`src/ebl_pkg.sv`:
```
// shared constants for the eeprom boot loader
// Notes on behaviour
// - first block address is 0x80 times pins
// - options field picks configuration or boot table
// - options 01 means boot table load
// - options 02 means boot configuration load
// - after configuration, chain to next-address fields
// - source: offset 8 address, offset 10 device
// - eeprom content laid out in 128-byte blocks
// - bus divider from offsets 16 and 18
// - first table word is entry address
// - section: count, destination, then data bytes
// - zero count ends table, then branch
// - no parameter sets read after table
// - configuration applied before any application copy
// - config entry: target, set, clear; both toggles
// - all-zero config entry ends configuration
package ebl_pkg;
  // parameter block layout, byte offsets of 16-bit fields
  localparam logic [15:0] BLOCK_STRIDE = 16'h0080;
  localparam logic [4:0] PARAM_BYTES = 5'h18;
  localparam logic [4:0] OFS_OPTIONS = 5'h06;
  localparam logic [4:0] OFS_DEV_LO = 5'h08;
  localparam logic [4:0] OFS_DEV_HI = 5'h0a;
  localparam logic [4:0] OFS_CPU_MHZ = 5'h10;
  localparam logic [4:0] OFS_I2C_KHZ = 5'h12;
  localparam logic [4:0] OFS_NEXT_LO = 5'h14;
  localparam logic [4:0] OFS_NEXT_HI = 5'h16;
  localparam logic [4:0] HALF_STEP = 5'h02;
  // options encodings
  localparam logic [15:0] OPT_TABLE = 16'h0001;
  localparam logic [15:0] OPT_CFG = 16'h0002;
  // default eeprom bus address
  localparam logic [6:0] DEF_DEV = 7'h50;
  // transfer sizes
  localparam logic [2:0] HALF_BYTES = 3'h2;
  localparam logic [2:0] WORD_BYTES = 3'h4;
  localparam logic [31:0] WORD_STEP = 32'h0000_0004;
  // bus timing: four quarter phases per scl period
  localparam int CLOCK_MHZ = 250;
  localparam int DEF_I2C_KHZ = 100;
  localparam logic [31:0] KHZ_SCALE = 32'h0000_00fa;
  localparam logic [15:0] DEF_QUARTER = 16'(CLOCK_MHZ * 250 / DEF_I2C_KHZ);
  localparam logic [1:0] Q_SETUP = 2'h0;
  localparam logic [1:0] Q_RISE = 2'h1;
  localparam logic [1:0] Q_SAMPLE = 2'h2;
  localparam logic [1:0] Q_FALL = 2'h3;
  localparam logic [3:0] ACK_BIT = 4'h8;
  // header byte sequence of a random read
  localparam logic [1:0] HDR_DEVW = 2'h0;
  localparam logic [1:0] HDR_AHI = 2'h1;
  localparam logic [1:0] HDR_ALO = 2'h2;
  localparam logic [1:0] HDR_DEVR = 2'h3;
  // pin settle cycles before the select pins are trusted
  localparam logic [1:0] SYNC_WAIT = 2'h3;
endpackage

```
`src/ebl_fifo.sv`:
```
// small flop fifo between the bus engine and the loader
`timescale 1ns/1ps
`default_nettype none
module ebl_fifo #(
  parameter int WIDTH = 8,
  parameter int DEPTH = 4,
  parameter int AW = 2
) (
  // clock and reset
  input wire logic clock,
  input wire logic rst_b,
  // fill side
  input wire logic in_valid,
  output logic in_ready,
  input wire logic [WIDTH-1:0] in_data,
  // drain side
  output logic out_valid,
  input wire logic out_ready,
  output logic [WIDTH-1:0] out_data
);
  typedef struct packed {
    logic [DEPTH-1:0][WIDTH-1:0] mem;
    logic [AW-1:0] wp;
    logic [AW-1:0] rp;
    logic [AW:0] cnt;
  } ebl_fifo_state_t;
  ebl_fifo_state_t r, next_r;
  logic push, pop;
  assign in_ready = (r.cnt != (AW+1)'(DEPTH));
  assign out_valid = (r.cnt != '0);
  assign out_data = r.mem[r.rp];
  assign push = in_valid && in_ready;
  assign pop = out_valid && out_ready;
  // pointers wrap naturally, so depth must be a power of two
  always_comb begin
    next_r = r;
    if (push) begin
      next_r.mem[r.wp] = in_data;
      next_r.wp = AW'(r.wp + 1'b1);
    end
    if (pop) begin
      next_r.rp = AW'(r.rp + 1'b1);
    end
    next_r.cnt = (AW+1)'(r.cnt + {AW'(0), push} - {AW'(0), pop});
  end
  always_ff @(posedge clock) begin
    if (!rst_b) begin
      r <= '0;
    end else begin
      r <= next_r;
    end
  end
endmodule
`default_nettype wire

```
`src/ebl_i2c_engine.sv`:
```
// i2c master byte engine doing random reads, one byte per request
`timescale 1ns/1ps
`default_nettype none
module ebl_i2c_engine (
  // clock and reset
  input wire logic clock,
  input wire logic rst_b,
  // timing and target
  input wire logic [15:0] quarter_div,
  input wire logic [6:0] dev_addr,
  input wire logic [15:0] byte_addr,
  // byte requests
  input wire logic req_valid,
  input wire logic req_last,
  output logic req_ready,
  output logic closed,
  output logic nack,
  // read bytes out
  output logic rd_valid,
  input wire logic rd_ready,
  output logic [7:0] rd_data,
  // synchronised pin levels and drives
  input wire logic scl_in,
  input wire logic sda_in,
  output logic scl_oe_b,
  output logic sda_oe_b
);
  import ebl_pkg::*;
  typedef enum logic [2:0] {
    E_IDLE = 3'h0, E_START = 3'h1, E_WR = 3'h3, E_RD = 3'h2, E_STOP = 3'h6
  } ebl_eng_st_t;
  typedef struct packed {
    ebl_eng_st_t st;
    logic [1:0] q;
    logic [3:0] bitn;
    logic [8:0] sh;
    logic [1:0] hdr;
    logic rs;
    logic open;
    logic last;
    logic nack;
    logic rd_valid;
    logic [7:0] rd_data;
    logic [15:0] div;
    logic scl_oe_b;
    logic sda_oe_b;
  } ebl_eng_t;
  ebl_eng_t r, next_r;
  logic tick, adv;
  assign req_ready = (r.st == E_IDLE) && !r.rd_valid;
  assign closed = (r.st == E_IDLE) && !r.open;
  assign nack = r.nack;
  assign rd_valid = r.rd_valid;
  assign rd_data = r.rd_data;
  assign scl_oe_b = r.scl_oe_b;
  assign sda_oe_b = r.sda_oe_b;
  assign tick = (r.div == 16'h0000);
  // hold the sample phase while a slave stretches scl low
  assign adv = tick && (r.st != E_IDLE) && !(r.q == Q_SAMPLE && !scl_in);
  always_comb begin
    next_r = r;
    if (r.rd_valid && rd_ready) next_r.rd_valid = 1'b0;
    next_r.div = tick ? quarter_div : 16'(r.div - 1'b1);
    if (adv) next_r.q = 2'(r.q + 1'b1);
    case (r.st)
      E_IDLE: begin
        next_r.div = quarter_div;
        next_r.q = Q_SETUP;
        if (req_valid && req_ready) begin
          next_r.last = req_last;
          next_r.bitn = 4'h0;
          next_r.rs = 1'b0;
          next_r.st = r.open ? E_RD : E_START;
        end
      end
      E_START: if (adv) begin
        // release sda, release scl, pull sda, pull scl
        case (r.q)
          Q_SETUP: next_r.sda_oe_b = 1'b1;
          Q_RISE: next_r.scl_oe_b = 1'b1;
          Q_SAMPLE: next_r.sda_oe_b = 1'b0;
          default: begin
            next_r.scl_oe_b = 1'b0;
            next_r.st = E_WR;
            next_r.bitn = 4'h0;
            next_r.sh = {dev_addr, r.rs, 1'b1};
            next_r.hdr = r.rs ? HDR_DEVR : HDR_DEVW;
          end
        endcase
      end
      E_WR: if (adv) begin
        case (r.q)
          Q_SETUP: next_r.sda_oe_b = r.sh[8];
          Q_RISE: next_r.scl_oe_b = 1'b1;
          Q_SAMPLE: if (r.bitn == ACK_BIT && sda_in) next_r.nack = 1'b1;
          default: begin
            next_r.scl_oe_b = 1'b0;
            next_r.sh = {r.sh[7:0], 1'b1};
            next_r.bitn = 4'(r.bitn + 1'b1);
            if (r.bitn == ACK_BIT) begin
              next_r.bitn = 4'h0;
              // address high, address low, repeated start, then reads
              case (r.hdr)
                HDR_DEVW: begin
                  next_r.sh = {byte_addr[15:8], 1'b1};
                  next_r.hdr = HDR_AHI;
                end
                HDR_AHI: begin
                  next_r.sh = {byte_addr[7:0], 1'b1};
                  next_r.hdr = HDR_ALO;
                end
                HDR_ALO: begin
                  next_r.st = E_START;
                  next_r.rs = 1'b1;
                end
                default: begin
                  next_r.st = E_RD;
                  next_r.open = 1'b1;
                end
              endcase
            end
          end
        endcase
      end
      E_RD: if (adv) begin
        case (r.q)
          Q_SETUP: next_r.sda_oe_b = (r.bitn == ACK_BIT) ? r.last : 1'b1;
          Q_RISE: next_r.scl_oe_b = 1'b1;
          Q_SAMPLE: if (r.bitn != ACK_BIT) next_r.sh = {r.sh[7:0], sda_in};
          default: begin
            next_r.scl_oe_b = 1'b0;
            next_r.bitn = 4'(r.bitn + 1'b1);
            if (r.bitn == ACK_BIT) begin
              next_r.st = r.last ? E_STOP : E_IDLE;
              // the nacked closing byte is thrown away
              if (!r.last) begin
                next_r.rd_valid = 1'b1;
                next_r.rd_data = r.sh[7:0];
              end
            end
          end
        endcase
      end
      E_STOP: if (adv) begin
        case (r.q)
          Q_SETUP: next_r.sda_oe_b = 1'b0;
          Q_RISE: next_r.scl_oe_b = 1'b1;
          Q_SAMPLE: next_r.sda_oe_b = 1'b1;
          default: begin
            next_r.st = E_IDLE;
            next_r.open = 1'b0;
          end
        endcase
      end
      default: next_r.st = E_IDLE;
    endcase
  end
  always_ff @(posedge clock) begin
    if (!rst_b) begin
      r <= '0;
      r.scl_oe_b <= 1'b1;
      r.sda_oe_b <= 1'b1;
    end else begin
      r <= next_r;
    end
  end
endmodule
`default_nettype wire

```
`src/ebl_boot_loader.sv`:
```
// eeprom boot loader top: parameter blocks, boot configuration, boot table copy
`timescale 1ns/1ps
`default_nettype none
module ebl_boot_loader #(
  // bus timing used until the first parameter block sets its own
  parameter logic [15:0] START_QUARTER = ebl_pkg::DEF_QUARTER
) (
  // clock and reset
  input wire logic clock,
  input wire logic rst_b,
  // block select straps
  input wire logic [2:0] param_block_select_pins,
  // i2c pins, oe low drives the line low
  input wire logic scl_in,
  output logic scl_out,
  output logic scl_oe_b,
  input wire logic sda_in,
  output logic sda_out,
  output logic sda_oe_b,
  // memory access
  output logic [31:0] mem_addr,
  output logic mem_wr_valid,
  output logic [31:0] mem_wr_data,
  input wire logic mem_wr_ready,
  output logic mem_rd_valid,
  input wire logic mem_rd_ready,
  input wire logic mem_rd_resp_valid,
  input wire logic [31:0] mem_rd_resp_data,
  // status
  output logic boot_busy,
  output logic boot_done,
  output logic boot_error,
  output logic [31:0] entry_addr
);
  import ebl_pkg::*;
  typedef enum logic [3:0] {
    M_PSTART = 4'h0, M_GET = 4'h1, M_PFLD = 4'h3, M_CLOSE = 4'h2,
    M_DIV = 4'h6, M_CFG_A = 4'h7, M_CFG_S = 4'h5, M_CFG_C = 4'h4,
    M_RMW_RD = 4'hc, M_WRITE = 4'hd, M_T_ENT = 4'hf, M_T_CNT = 4'he,
    M_T_DST = 4'ha, M_T_DAT = 4'hb, M_DONE = 4'h9, M_ERR = 4'h8
  } ebl_mst_t;
  typedef struct packed {
    ebl_mst_t st;
    ebl_mst_t ret;
    logic [2:0] pin_m;
    logic [2:0] pin_s;
    logic scl_m;
    logic scl_s;
    logic sda_m;
    logic sda_s;
    logic [1:0] wait_cnt;
    logic [2:0] want;
    logic [2:0] need;
    logic [31:0] acc;
    logic [4:0] ofs;
    logic [15:0] opts;
    logic [15:0] src_lo;
    logic [15:0] src_hi;
    logic [15:0] mhz;
    logic [15:0] khz;
    logic [15:0] nxt_lo;
    logic [15:0] nxt_hi;
    logic [6:0] dev;
    logic [15:0] baddr;
    logic [15:0] quarter;
    logic [15:0] quo;
    logic [31:0] num;
    logic [31:0] tgt;
    logic [31:0] setm;
    logic [31:0] dst;
    logic [31:0] remain;
    logic [31:0] entry;
    logic [31:0] maddr;
    logic [31:0] wr_data;
    logic wr_valid;
    logic rd_valid;
    logic busy;
    logic done;
    logic err;
  } ebl_main_t;
  ebl_main_t r, next_r;

  // engine and fifo wiring
  logic eng_req_valid, eng_req_last, eng_req_ready, eng_closed, eng_nack;
  logic byte_valid, byte_ready, fifo_valid, fifo_ready;
  logic [7:0] byte_data, fifo_data;
  logic [31:0] rmw_value;

  // schedule a fetch of k bytes, resuming at ret
  function automatic ebl_main_t get_bytes(ebl_main_t s, logic [2:0] k, ebl_mst_t ret);
    get_bytes = s;
    get_bytes.want = k;
    get_bytes.need = k;
    get_bytes.st = M_GET;
    get_bytes.ret = ret;
  endfunction

  // end the open read with a nacked dummy byte and a stop
  function automatic ebl_main_t close_to(ebl_main_t s, ebl_mst_t ret);
    close_to = s;
    close_to.want = 3'h1;
    close_to.st = M_CLOSE;
    close_to.ret = ret;
  endfunction

  ebl_i2c_engine u_engine (
    .clock(clock),
    .rst_b(rst_b),
    .quarter_div(r.quarter),
    .dev_addr(r.dev),
    .byte_addr(r.baddr),
    .req_valid(eng_req_valid),
    .req_last(eng_req_last),
    .req_ready(eng_req_ready),
    .closed(eng_closed),
    .nack(eng_nack),
    .rd_valid(byte_valid),
    .rd_ready(byte_ready),
    .rd_data(byte_data),
    .scl_in(r.scl_s),
    .sda_in(r.sda_s),
    .scl_oe_b(scl_oe_b),
    .sda_oe_b(sda_oe_b)
  );

  // a full fifo stalls the engine before it clocks in another byte
  ebl_fifo #(.WIDTH(8), .DEPTH(4), .AW(2)) u_fifo (
    .clock(clock),
    .rst_b(rst_b),
    .in_valid(byte_valid),
    .in_ready(byte_ready),
    .in_data(byte_data),
    .out_valid(fifo_valid),
    .out_ready(fifo_ready),
    .out_data(fifo_data)
  );

  // requests are issued only from the fetch and close states
  assign eng_req_valid = (r.st == M_GET || r.st == M_CLOSE) && (r.want != 3'h0);
  assign eng_req_last = (r.st == M_CLOSE);
  assign fifo_ready = (r.st == M_GET) && (r.need != 3'h0);
  // set-only bits set, clear-only bits clear, bits in both toggle
  assign rmw_value = ((mem_rd_resp_data | (r.setm & ~r.acc)) & ~(r.acc & ~r.setm))
                     ^ (r.setm & r.acc);

  // outputs
  assign scl_out = 1'b0;
  assign sda_out = 1'b0;
  assign mem_addr = r.maddr;
  assign mem_wr_valid = r.wr_valid;
  assign mem_wr_data = r.wr_data;
  assign mem_rd_valid = r.rd_valid;
  assign boot_busy = r.busy;
  assign boot_done = r.done;
  assign boot_error = r.err;
  assign entry_addr = r.entry;

  // sequencing: fetch, decode, then apply or copy
  always_comb begin
    next_r = r;
    // pin synchronisers
    next_r.pin_m = param_block_select_pins;
    next_r.pin_s = r.pin_m;
    next_r.scl_m = scl_in;
    next_r.scl_s = r.scl_m;
    next_r.sda_m = sda_in;
    next_r.sda_s = r.sda_m;
    if (eng_req_valid && eng_req_ready) next_r.want = 3'(r.want - 1'b1);
    case (r.st)
      M_PSTART: begin
        if (r.wait_cnt != SYNC_WAIT) begin
          // straps are re-read until the synchroniser has settled
          next_r.wait_cnt = 2'(r.wait_cnt + 1'b1);
          next_r.baddr = 16'(16'(r.pin_s) * BLOCK_STRIDE);
        end else begin
          next_r.ofs = 5'h00;
          next_r = get_bytes(next_r, HALF_BYTES, M_PFLD);
        end
      end

      // bytes shift in oldest first, so fields arrive big-endian
      M_GET: begin
        if (fifo_valid && fifo_ready) begin
          next_r.acc = {r.acc[23:0], fifo_data}; // most significant byte first
          next_r.need = 3'(r.need - 1'b1);
        end
        if (eng_nack) next_r.st = M_ERR;
        else if (r.need == 3'h0 && r.want == 3'h0) next_r.st = r.ret;
      end

      // the dummy byte is nacked so the eeprom frees sda
      M_CLOSE: begin
        if (r.want == 3'h0 && eng_closed) next_r.st = r.ret;
      end

      M_PFLD: begin
        case (r.ofs)
          OFS_OPTIONS: next_r.opts = r.acc[15:0];
          OFS_DEV_LO: next_r.src_lo = r.acc[15:0];
          OFS_DEV_HI: next_r.src_hi = r.acc[15:0];
          OFS_CPU_MHZ: next_r.mhz = r.acc[15:0];
          OFS_I2C_KHZ: next_r.khz = r.acc[15:0];
          OFS_NEXT_LO: next_r.nxt_lo = r.acc[15:0];
          OFS_NEXT_HI: next_r.nxt_hi = r.acc[15:0];
          default: next_r.ofs = r.ofs;
        endcase
        next_r.ofs = 5'(r.ofs + HALF_STEP);
        if (5'(r.ofs + HALF_STEP) == PARAM_BYTES) begin
          next_r.num = 32'(r.mhz) * KHZ_SCALE;
          next_r.quo = 16'h0000;
          next_r = close_to(next_r, M_DIV);
        end else begin
          next_r = get_bytes(next_r, HALF_BYTES, M_PFLD);
        end
      end

      M_DIV: begin
        // quarter period = mhz * 1000 / (4 * khz), by repeated subtraction
        if (r.khz != 16'h0000 && r.num >= 32'(r.khz)) begin
          next_r.num = r.num - 32'(r.khz);
          next_r.quo = 16'(r.quo + 1'b1);
        end else begin
          if (r.khz != 16'h0000) begin
            next_r.quarter = (r.quo == 16'h0000) ? 16'h0001 : r.quo;
          end
          next_r.dev = r.src_hi[6:0];
          next_r.baddr = r.src_lo;
          if (r.opts == OPT_TABLE) begin
            next_r = get_bytes(next_r, WORD_BYTES, M_T_ENT);
          end else if (r.opts == OPT_CFG) begin
            next_r = get_bytes(next_r, WORD_BYTES, M_CFG_A);
          end else begin
            next_r.st = M_ERR;
          end
        end
      end

      // configuration entries are three words each
      M_CFG_A: begin
        next_r.tgt = r.acc;
        next_r = get_bytes(next_r, WORD_BYTES, M_CFG_S);
      end
      M_CFG_S: begin
        next_r.setm = r.acc;
        next_r = get_bytes(next_r, WORD_BYTES, M_CFG_C);
      end
      M_CFG_C: begin
        if (r.tgt == 32'h0 && r.setm == 32'h0 && r.acc == 32'h0) begin
          next_r.dev = r.nxt_hi[6:0];
          next_r.baddr = r.nxt_lo;
          next_r.wait_cnt = SYNC_WAIT;
          next_r = close_to(next_r, M_PSTART);
        end else if (r.setm == 32'h0 && r.acc == 32'h0) begin
          // a call entry cannot run here; it is skipped
          next_r = get_bytes(next_r, WORD_BYTES, M_CFG_A);
        end else begin
          next_r.maddr = r.tgt;
          next_r.rd_valid = 1'b1;
          next_r.st = M_RMW_RD;
        end
      end

      // a response in the accept cycle counts too
      M_RMW_RD: begin
        if (r.rd_valid && mem_rd_ready) next_r.rd_valid = 1'b0;
        if (mem_rd_resp_valid && (!r.rd_valid || mem_rd_ready)) begin
          next_r.rd_valid = 1'b0;
          next_r.wr_data = rmw_value;
          next_r.wr_valid = 1'b1;
          next_r.st = M_WRITE;
        end
      end

      M_WRITE: begin
        if (mem_wr_ready) begin
          next_r.wr_valid = 1'b0;
          if (r.opts == OPT_CFG) begin
            next_r = get_bytes(next_r, WORD_BYTES, M_CFG_A);
          end else begin
            // sections are whole words, a short tail still costs one word
            next_r.dst = r.dst + WORD_STEP;
            next_r.remain = (r.remain <= WORD_STEP) ? 32'h0 : r.remain - WORD_STEP;
            if (r.remain <= WORD_STEP) begin
              next_r = get_bytes(next_r, WORD_BYTES, M_T_CNT);
            end else begin
              next_r = get_bytes(next_r, WORD_BYTES, M_T_DAT);
            end
          end
        end
      end

      // boot table: entry word, then count and destination
      M_T_ENT: begin
        next_r.entry = r.acc;
        next_r = get_bytes(next_r, WORD_BYTES, M_T_CNT);
      end
      M_T_CNT: begin
        if (r.acc == 32'h0) begin
          next_r = close_to(next_r, M_DONE);
        end else begin
          next_r.remain = r.acc;
          next_r = get_bytes(next_r, WORD_BYTES, M_T_DST);
        end
      end
      M_T_DST: begin
        next_r.dst = r.acc;
        next_r = get_bytes(next_r, WORD_BYTES, M_T_DAT);
      end
      M_T_DAT: begin
        next_r.maddr = r.dst;
        next_r.wr_data = r.acc;
        next_r.wr_valid = 1'b1;
        next_r.st = M_WRITE;
      end

      M_DONE: begin
        // terminal: hand over at the entry address, no further blocks
        next_r.busy = 1'b0;
        next_r.done = 1'b1;
      end
      M_ERR: begin
        next_r.busy = 1'b0;
        next_r.err = 1'b1;
      end
      default: next_r.st = M_ERR;
    endcase
  end

  // reset also restores the first bus timing
  always_ff @(posedge clock) begin
    if (!rst_b) begin
      r <= '0;
      r.st <= M_PSTART;
      r.ret <= M_PSTART;
      r.dev <= DEF_DEV;
      r.quarter <= START_QUARTER;
      r.busy <= 1'b1;
    end else begin
      r <= next_r;
    end
  end
endmodule
`default_nettype wire

```
`config.mk`:
```
export PLATFORM = sky130hd
export DESIGN_NAME = ebl_boot_loader
export DESIGN_NICKNAME = d
export VERILOG_FILES = /design/src/ebl_pkg.sv /design/src/ebl_fifo.sv /design/src/ebl_i2c_engine.sv /design/src/ebl_boot_loader.sv
export SDC_FILE = /design/constraint.sdc
export NUM_CORES = 2
export LEC_CHECK = 0
export BUFFER_PORTS_ARGS = -buffer_cell sky130_fd_sc_hd__buf_2
export CAP_MARGIN = 10
export CORE_MARGIN = 2
export CORE_UTILIZATION = 58
export CTS_BUF_LIST = sky130_fd_sc_hd__clkbuf_4 sky130_fd_sc_hd__clkbuf_8
export CTS_CLUSTER_DIAMETER = 30
export DETAILED_ROUTE_END_ITERATION = 8
export PLACE_DENSITY_LB_ADDON = 0.08
export SLEW_MARGIN = 15
export SYNTH_ARGS = -nofsm -noshare
export SYNTH_HDL_FRONTEND = slang
export SYNTH_SLANG_ARGS = --single-unit
```
`constraint.sdc`:
```
create_clock -name clock -period 4.5 [get_ports clock]
set_input_delay 0 -clock clock [delete_from_list [all_inputs] [get_ports clock]]
set_output_delay 0 -clock clock [all_outputs]
set_load 0.005 [all_outputs]
```
# Word level (Yosys, flattened, before mapping)
# Index checks and enable logic that the tools add are counted.
# op_classes
addsub	15
multipliers	1
n_lt_le_gt_ge	5
n_eq_ne	79
mux	110
bitwise_logic	24
reduce_logical	104
# op_table
operator	count
364-bit one-hot mux with 10 select lines	1
491-bit 2-to-1 mux	4
489-bit 2-to-1 mux	2
487-bit 2-to-1 mux	1
486-bit 2-to-1 mux	1
418-bit 2-to-1 mux	1
35-bit one-hot mux with 8 select lines	1
33-bit one-hot mux with 7 select lines	1
229-bit 2-to-1 mux	1
214-bit 2-to-1 mux	1
16-bit 2-to-1 mux	12
32-bit one-hot mux with 6 select lines	1
19-bit one-hot mux with 10 select lines	1
162-bit 2-to-1 mux	1
32-bit bitwise AND	4
32-bit logical NOT	3
32-bit NOT	3
11-bit AND reduction	6
32-bit 2-to-1 mux	2
9-bit 2-to-1 mux	7
10-bit AND reduction	6
17-bit 2-to-1 mux	3
48-bit 2-to-1 mux	1
2-bit != test, second input constant	24
other kinds (86)	250
# word_totals
register_bits	581
input_bits	42
output_inout_bits	105
wordCells	396

# Longest topological paths before layout
# depth
word_depth	9
depth_mapped	17
depth_no_buf	17

# Hierarchy
# A second synthesis with hierarchy kept.
# unflattened
hier_cells	3672
hier_area_um2	30000.0
# by_module_without_submodules
module	instances	cells_each	area_each_um2	seq_area_each_um2
ebl_boot_loader	1	3129	25054.0	9449.1
ebl_i2c_engine	1	375	3130.5	1021.0
ebl_fifo	1	168	1815.5	780.7

# Worst setup path before layout
# No wires, ideal clock.
# synth_timing
kind	reg-to-reg
start	reg r[366] (netlist name)
end	reg r[252] (netlist name)
setup_ns	0.074
arrival_ns	4.408
required_time_ns	4.426
path_slack_ns	0.018
stages_incl_launch_ff	17
n_path_buf	0
synth_period_minus_slack_ns	4.482
cell_sequence	dfxtp_1 inv_1 fa_1 fa_1 fa_1 fa_1 inv_1 ha_1 o21ai_0 o21bai_1 a41oi_1 o21ai_0 a211oi_1 o41ai_1 xnor2_1 nand2_1 a31oi_1
# synth_between
elab_chain_len	3
# synth_lines
element	line_no	rtl
start: declaration	ebl_boot_loader.sv:81	ebl_main_t r, next_r;
start signal: assignment	ebl_boot_loader.sv:339	r <= next_r;
16-bit by 7-bit multiplier with 23-bit output	ebl_boot_loader.sv:209	next_r.num = 32'(r.mhz) * KHZ_SCALE;
489-bit 2-to-1 mux	ebl_boot_loader.sv:208	if (5'(r.ofs + HALF_STEP) == PARAM_BYTES) begin
364-bit one-hot mux with 10 select lines	ebl_boot_loader.sv:169	case (r.st)
# Every way passes these cells. The select of a mux whose other input is x is not followed.
# A chain may end at the register's enable or synchronous reset.

# Final worst setup path
# Same ends and word-level chain as after synthesis.

==> flow_summary.ini <==
[outcome]
status = finished, violations left
violations = DRC

[power_and_ir_drop]
post-layout-total-power_w = 0.0142
clockPowerShare_pct = 46.4
p_sw_w = 0.00420
intPower_w = 0.0100
irDropWorstVdd_mv = 0.382
switching_share_pct = 29.5
p_leak_nw = 12.6
p_per_area_nw_per_um2 = 420
pwr-share-seq_pct = 36.9
combinationalPowerShare_pct = 16.7

[grt]
grt_max_degree = 169
gr-total-overflow = 0
grt_use_met1_pct = 44.8
antenna_found_initial = 3
grt_pass1_wl_um = 138000
use_met3_pct = 5.86
grt_busiest_layer = met2
grt_pass1_vias = 25600
grt_use_met2_pct = 51.0
grt_util_all_layers_pct = 32.5

[drt]
ant_nets = 0
routedWlPerCell_um = 19.5
firstDrtPassIters = 9
drc_errors = 2
vias_per_cell = 6.02
drt_iter0_markers = 2853
vias = 27100
drt_wl_total_um = 87600

[clock_tree]
cts_max_level = 3
cts_tree = yes
insertion_delay_ps = 740
numCtsBuffers = 119
clock_path_buffers = 3
clk_pin_slew_worst_paths_ps = 60
cts_sinks = 562
clockRootBuffer = clkbuf_8

[finish]
drive_gt1_share_pct = 15.2
final_area_um2 = 33900
synthToLayoutAreaGrowth_pct = 15.9
num-nets-final = 3911
fillers = 4139

[die]
fp.dieArea_um2 = 52200
fp.dieH_um = 229
row_count = 82
initial_core_util_pct = 58.5
die_w_um = 229
core_region_area_um2 = 50000
num_io_pins = 147

[logic_synthesis]
synth_area_um2 = 29200
ys_warn_count = 0
async_flop_share_pct = 0
ys_types = 81
synth_enable_flop_cells = 0
ys_seq_area_share_pct = 38.5
ys_ff_latch = 562
syn_avg_cell_area_um2 = 8.07
synth_flop_cell = dfxtp_1
synthCells = 3621

[placement]
globalplace.congestion = 0.918
hpwl_um = 57600
place_area_um2 = 30100
io_buffers = 144

[sta]
fmax_ghz = 0.223
slew_headroom_pct = 23.7
finalHoldViolCount = 0
timing.setup.tns_ps = 0
setup_viol = 0
rsz0062_at_grt = yes
finalMaxSlewViolations = 0
fin_crit_ps = 4470
tightestPinTransition_ps = 1140
clock_skew_ps = 32.1
period_share_pct = 99.4

[critical_path]
cp_max_fo = 4
critPathMostFrequentCell = fa_1
cp.required_ps = 5150
end_kind = flip-flop
crit_path_top_delay_cell = fa_2
crit_arrival_ps = 5120
max_stage_delay_ps = 570
critical_path.cell_chain = inv_4 > fa_2 > fa_1 > fa_1 > fa_1 > inv_1 > ha_4 > o21ai_2 > o21bai_1 > a41oi_2 > o21ai_2 > a211oi_2 > o41ai_2 > xnor2_1 > nand2_1 > a31oi_1
start_kind = flip-flop
crit_type = reg2reg

[flow_run]
drv_cap = 0

[worst_hold_path]
hold_class = in2reg
[flip-flops by register name, indices dropped and copies added, names as in the netlist]
register,count
entry_addr,32
u_engine.rd_data,8
u_fifo.r,39
mem_wr_data,32
r,371
boot_busy,1
mem_wr_valid,1
u_engine.scl_oe_b,1
boot_done,1
u_engine.r,39
mem_rd_valid,1
mem_addr,32
u_engine.nack,1
u_engine.rd_valid,1
boot_error,1
u_engine.sda_oe_b,1
[stage by stage]
stage,setup WS (ps),instances,hold slack (ps),utilization [%]
floorplan,18.1,3622,115,-
global placement,-233,4207,211,60.2
detailed placement,-407,4207,214,60.2
CTS,3.27,4492,205,67.4
global route,-109,4494,286,67.8
finish,25.2,4495,257,67.8
[logic make-up (layout without fill, tap and decap cells)]
family / Yosys count / in the layout / share of synthesized area, %
other: 1 / 4 / 0.0128
multiplexers: 117 / 117 / 4.36
flip-flops: 562 / 562 / 38.5
XOR/XNOR: 91 / 91 / 2.73
AO/OA/AOI/OAI: 858 / 858 / 18.2
AND/OR/NAND/NOR: 1361 / 1361 / 20.9
buffers and inverters: 482 / 681 / 7.53
adder cells (fa/ha/maj): 149 / 149 / 7.82
[power by group through the flow]
stage               Combinational (W)  Sequential [W]  Clock (W)
global route                  0.00258         0.00526    0.00692
floorplan                     0.00164         0.00529          0
global placement              0.00224         0.00534          0
detailed placement            0.00227         0.00535          0
finish                        0.00238         0.00525    0.00661
CTS                           0.00232         0.00524    0.00669
[synthesized netlist by cell type (all sizes together), types with 34 or more instances]
cell / number / area share [%]
a211oi: 82 / 2.1
buf: 120 / 2.9
a222oi: 41 / 1.4
nor3: 57 / 0.99
inv: 143 / 1.8
xnor2: 57 / 1.7
nor4: 58 / 1.4
mux2i: 107 / 3.7
a21oi: 352 / 6.0
o211ai: 39 / 1.0
nand3: 91 / 1.6
dfxtp: 562 / 38
ha: 93 / 4.0
clkbuf: 218 / 2.8
nor2: 479 / 6.2
fa: 56 / 3.8
nand2: 475 / 6.1
nor3b: 34 / 0.87
xor2: 34 / 1.0
o21ai: 190 / 3.3
[layout make-up]
class / instances / area, um^2 / area share (%)
multi-input cells: 2578 / 16100 / 47.5
flip-flops and latches: 562 / 11300 / 33.3
repair buffers: 315 / 2180 / 6.44
clock buffers: 147 / 1940 / 5.73
clock inverters: 75 / 1010 / 2.99
well taps: 672 / 841 / 2.48
inverters: 144 / 553 / 1.63
diodes: 2 / 5.00 / 0.0148
[final timing paths]
| kind | cells after the start | endpoint | slack, ps | start |
|---|---|---|---|---|
| max | 16 | r[252] | 30 | r[366] |
| max reg2reg | 16 | r[252] | 30 | r[366] |
| min reg2reg | 1 | r[473] | 440 | r[474] |
| min | 5 | mem_wr_data[30] | 260 | mem_rd_resp_data[30] |
[critical path: cells and delay by family (launching register included)]
family,cells,cell delay (ps)
flops,1,380
compound gates,7,1290
xor+xnor,1,170
simple gates,1,90
buf+inv,2,120
fa+ha+maj,5,2350
[repair_timing]
item,4_1_cts,5_1_grt
setup endpoints to repair,8,11
buffers inserted,3,2
gates resized for setup,12,52
endpoints found under the hold margin,146,0
pin swaps,13,34
hold buffers,60,0
cloned,0,0
[metal layers]
metal / share of wire [%] / wire length [um] / up-vias
li1: - / - / 12700
met2: 46 / 40100 / 1103
met4: 3.0 / 2610 / 0
met3: 7.6 / 6690 / 189
met5: 0 / 0 / -
met1: 44 / 38200 / 13000
[layout by cell type, fill, tap and decap left out, drive strengths merged, types with 16 or more instances in the layout]
cell / instances
a211oi: 82
a21o: 17
a21oi: 352
a221oi: 24
a222oi: 41
a31oi: 19
and2: 16
and3: 28
buf: 255
bufinv: 21
clkbuf: 147
clkinv: 31
clkinvlp: 21
dfxtp: 562
dlygate4sd3: 60
fa: 56
ha: 93
inv: 146
mux2i: 107
nand2: 475
nand2b: 28
nand3: 91
nand4: 28
nor2: 479
nor3: 57
nor3b: 34
nor4: 58
o211ai: 39
o21ai: 190
or3: 16
xnor2: 57
xor2: 34
Note: power is estimated with default switching activity, not from simulation.
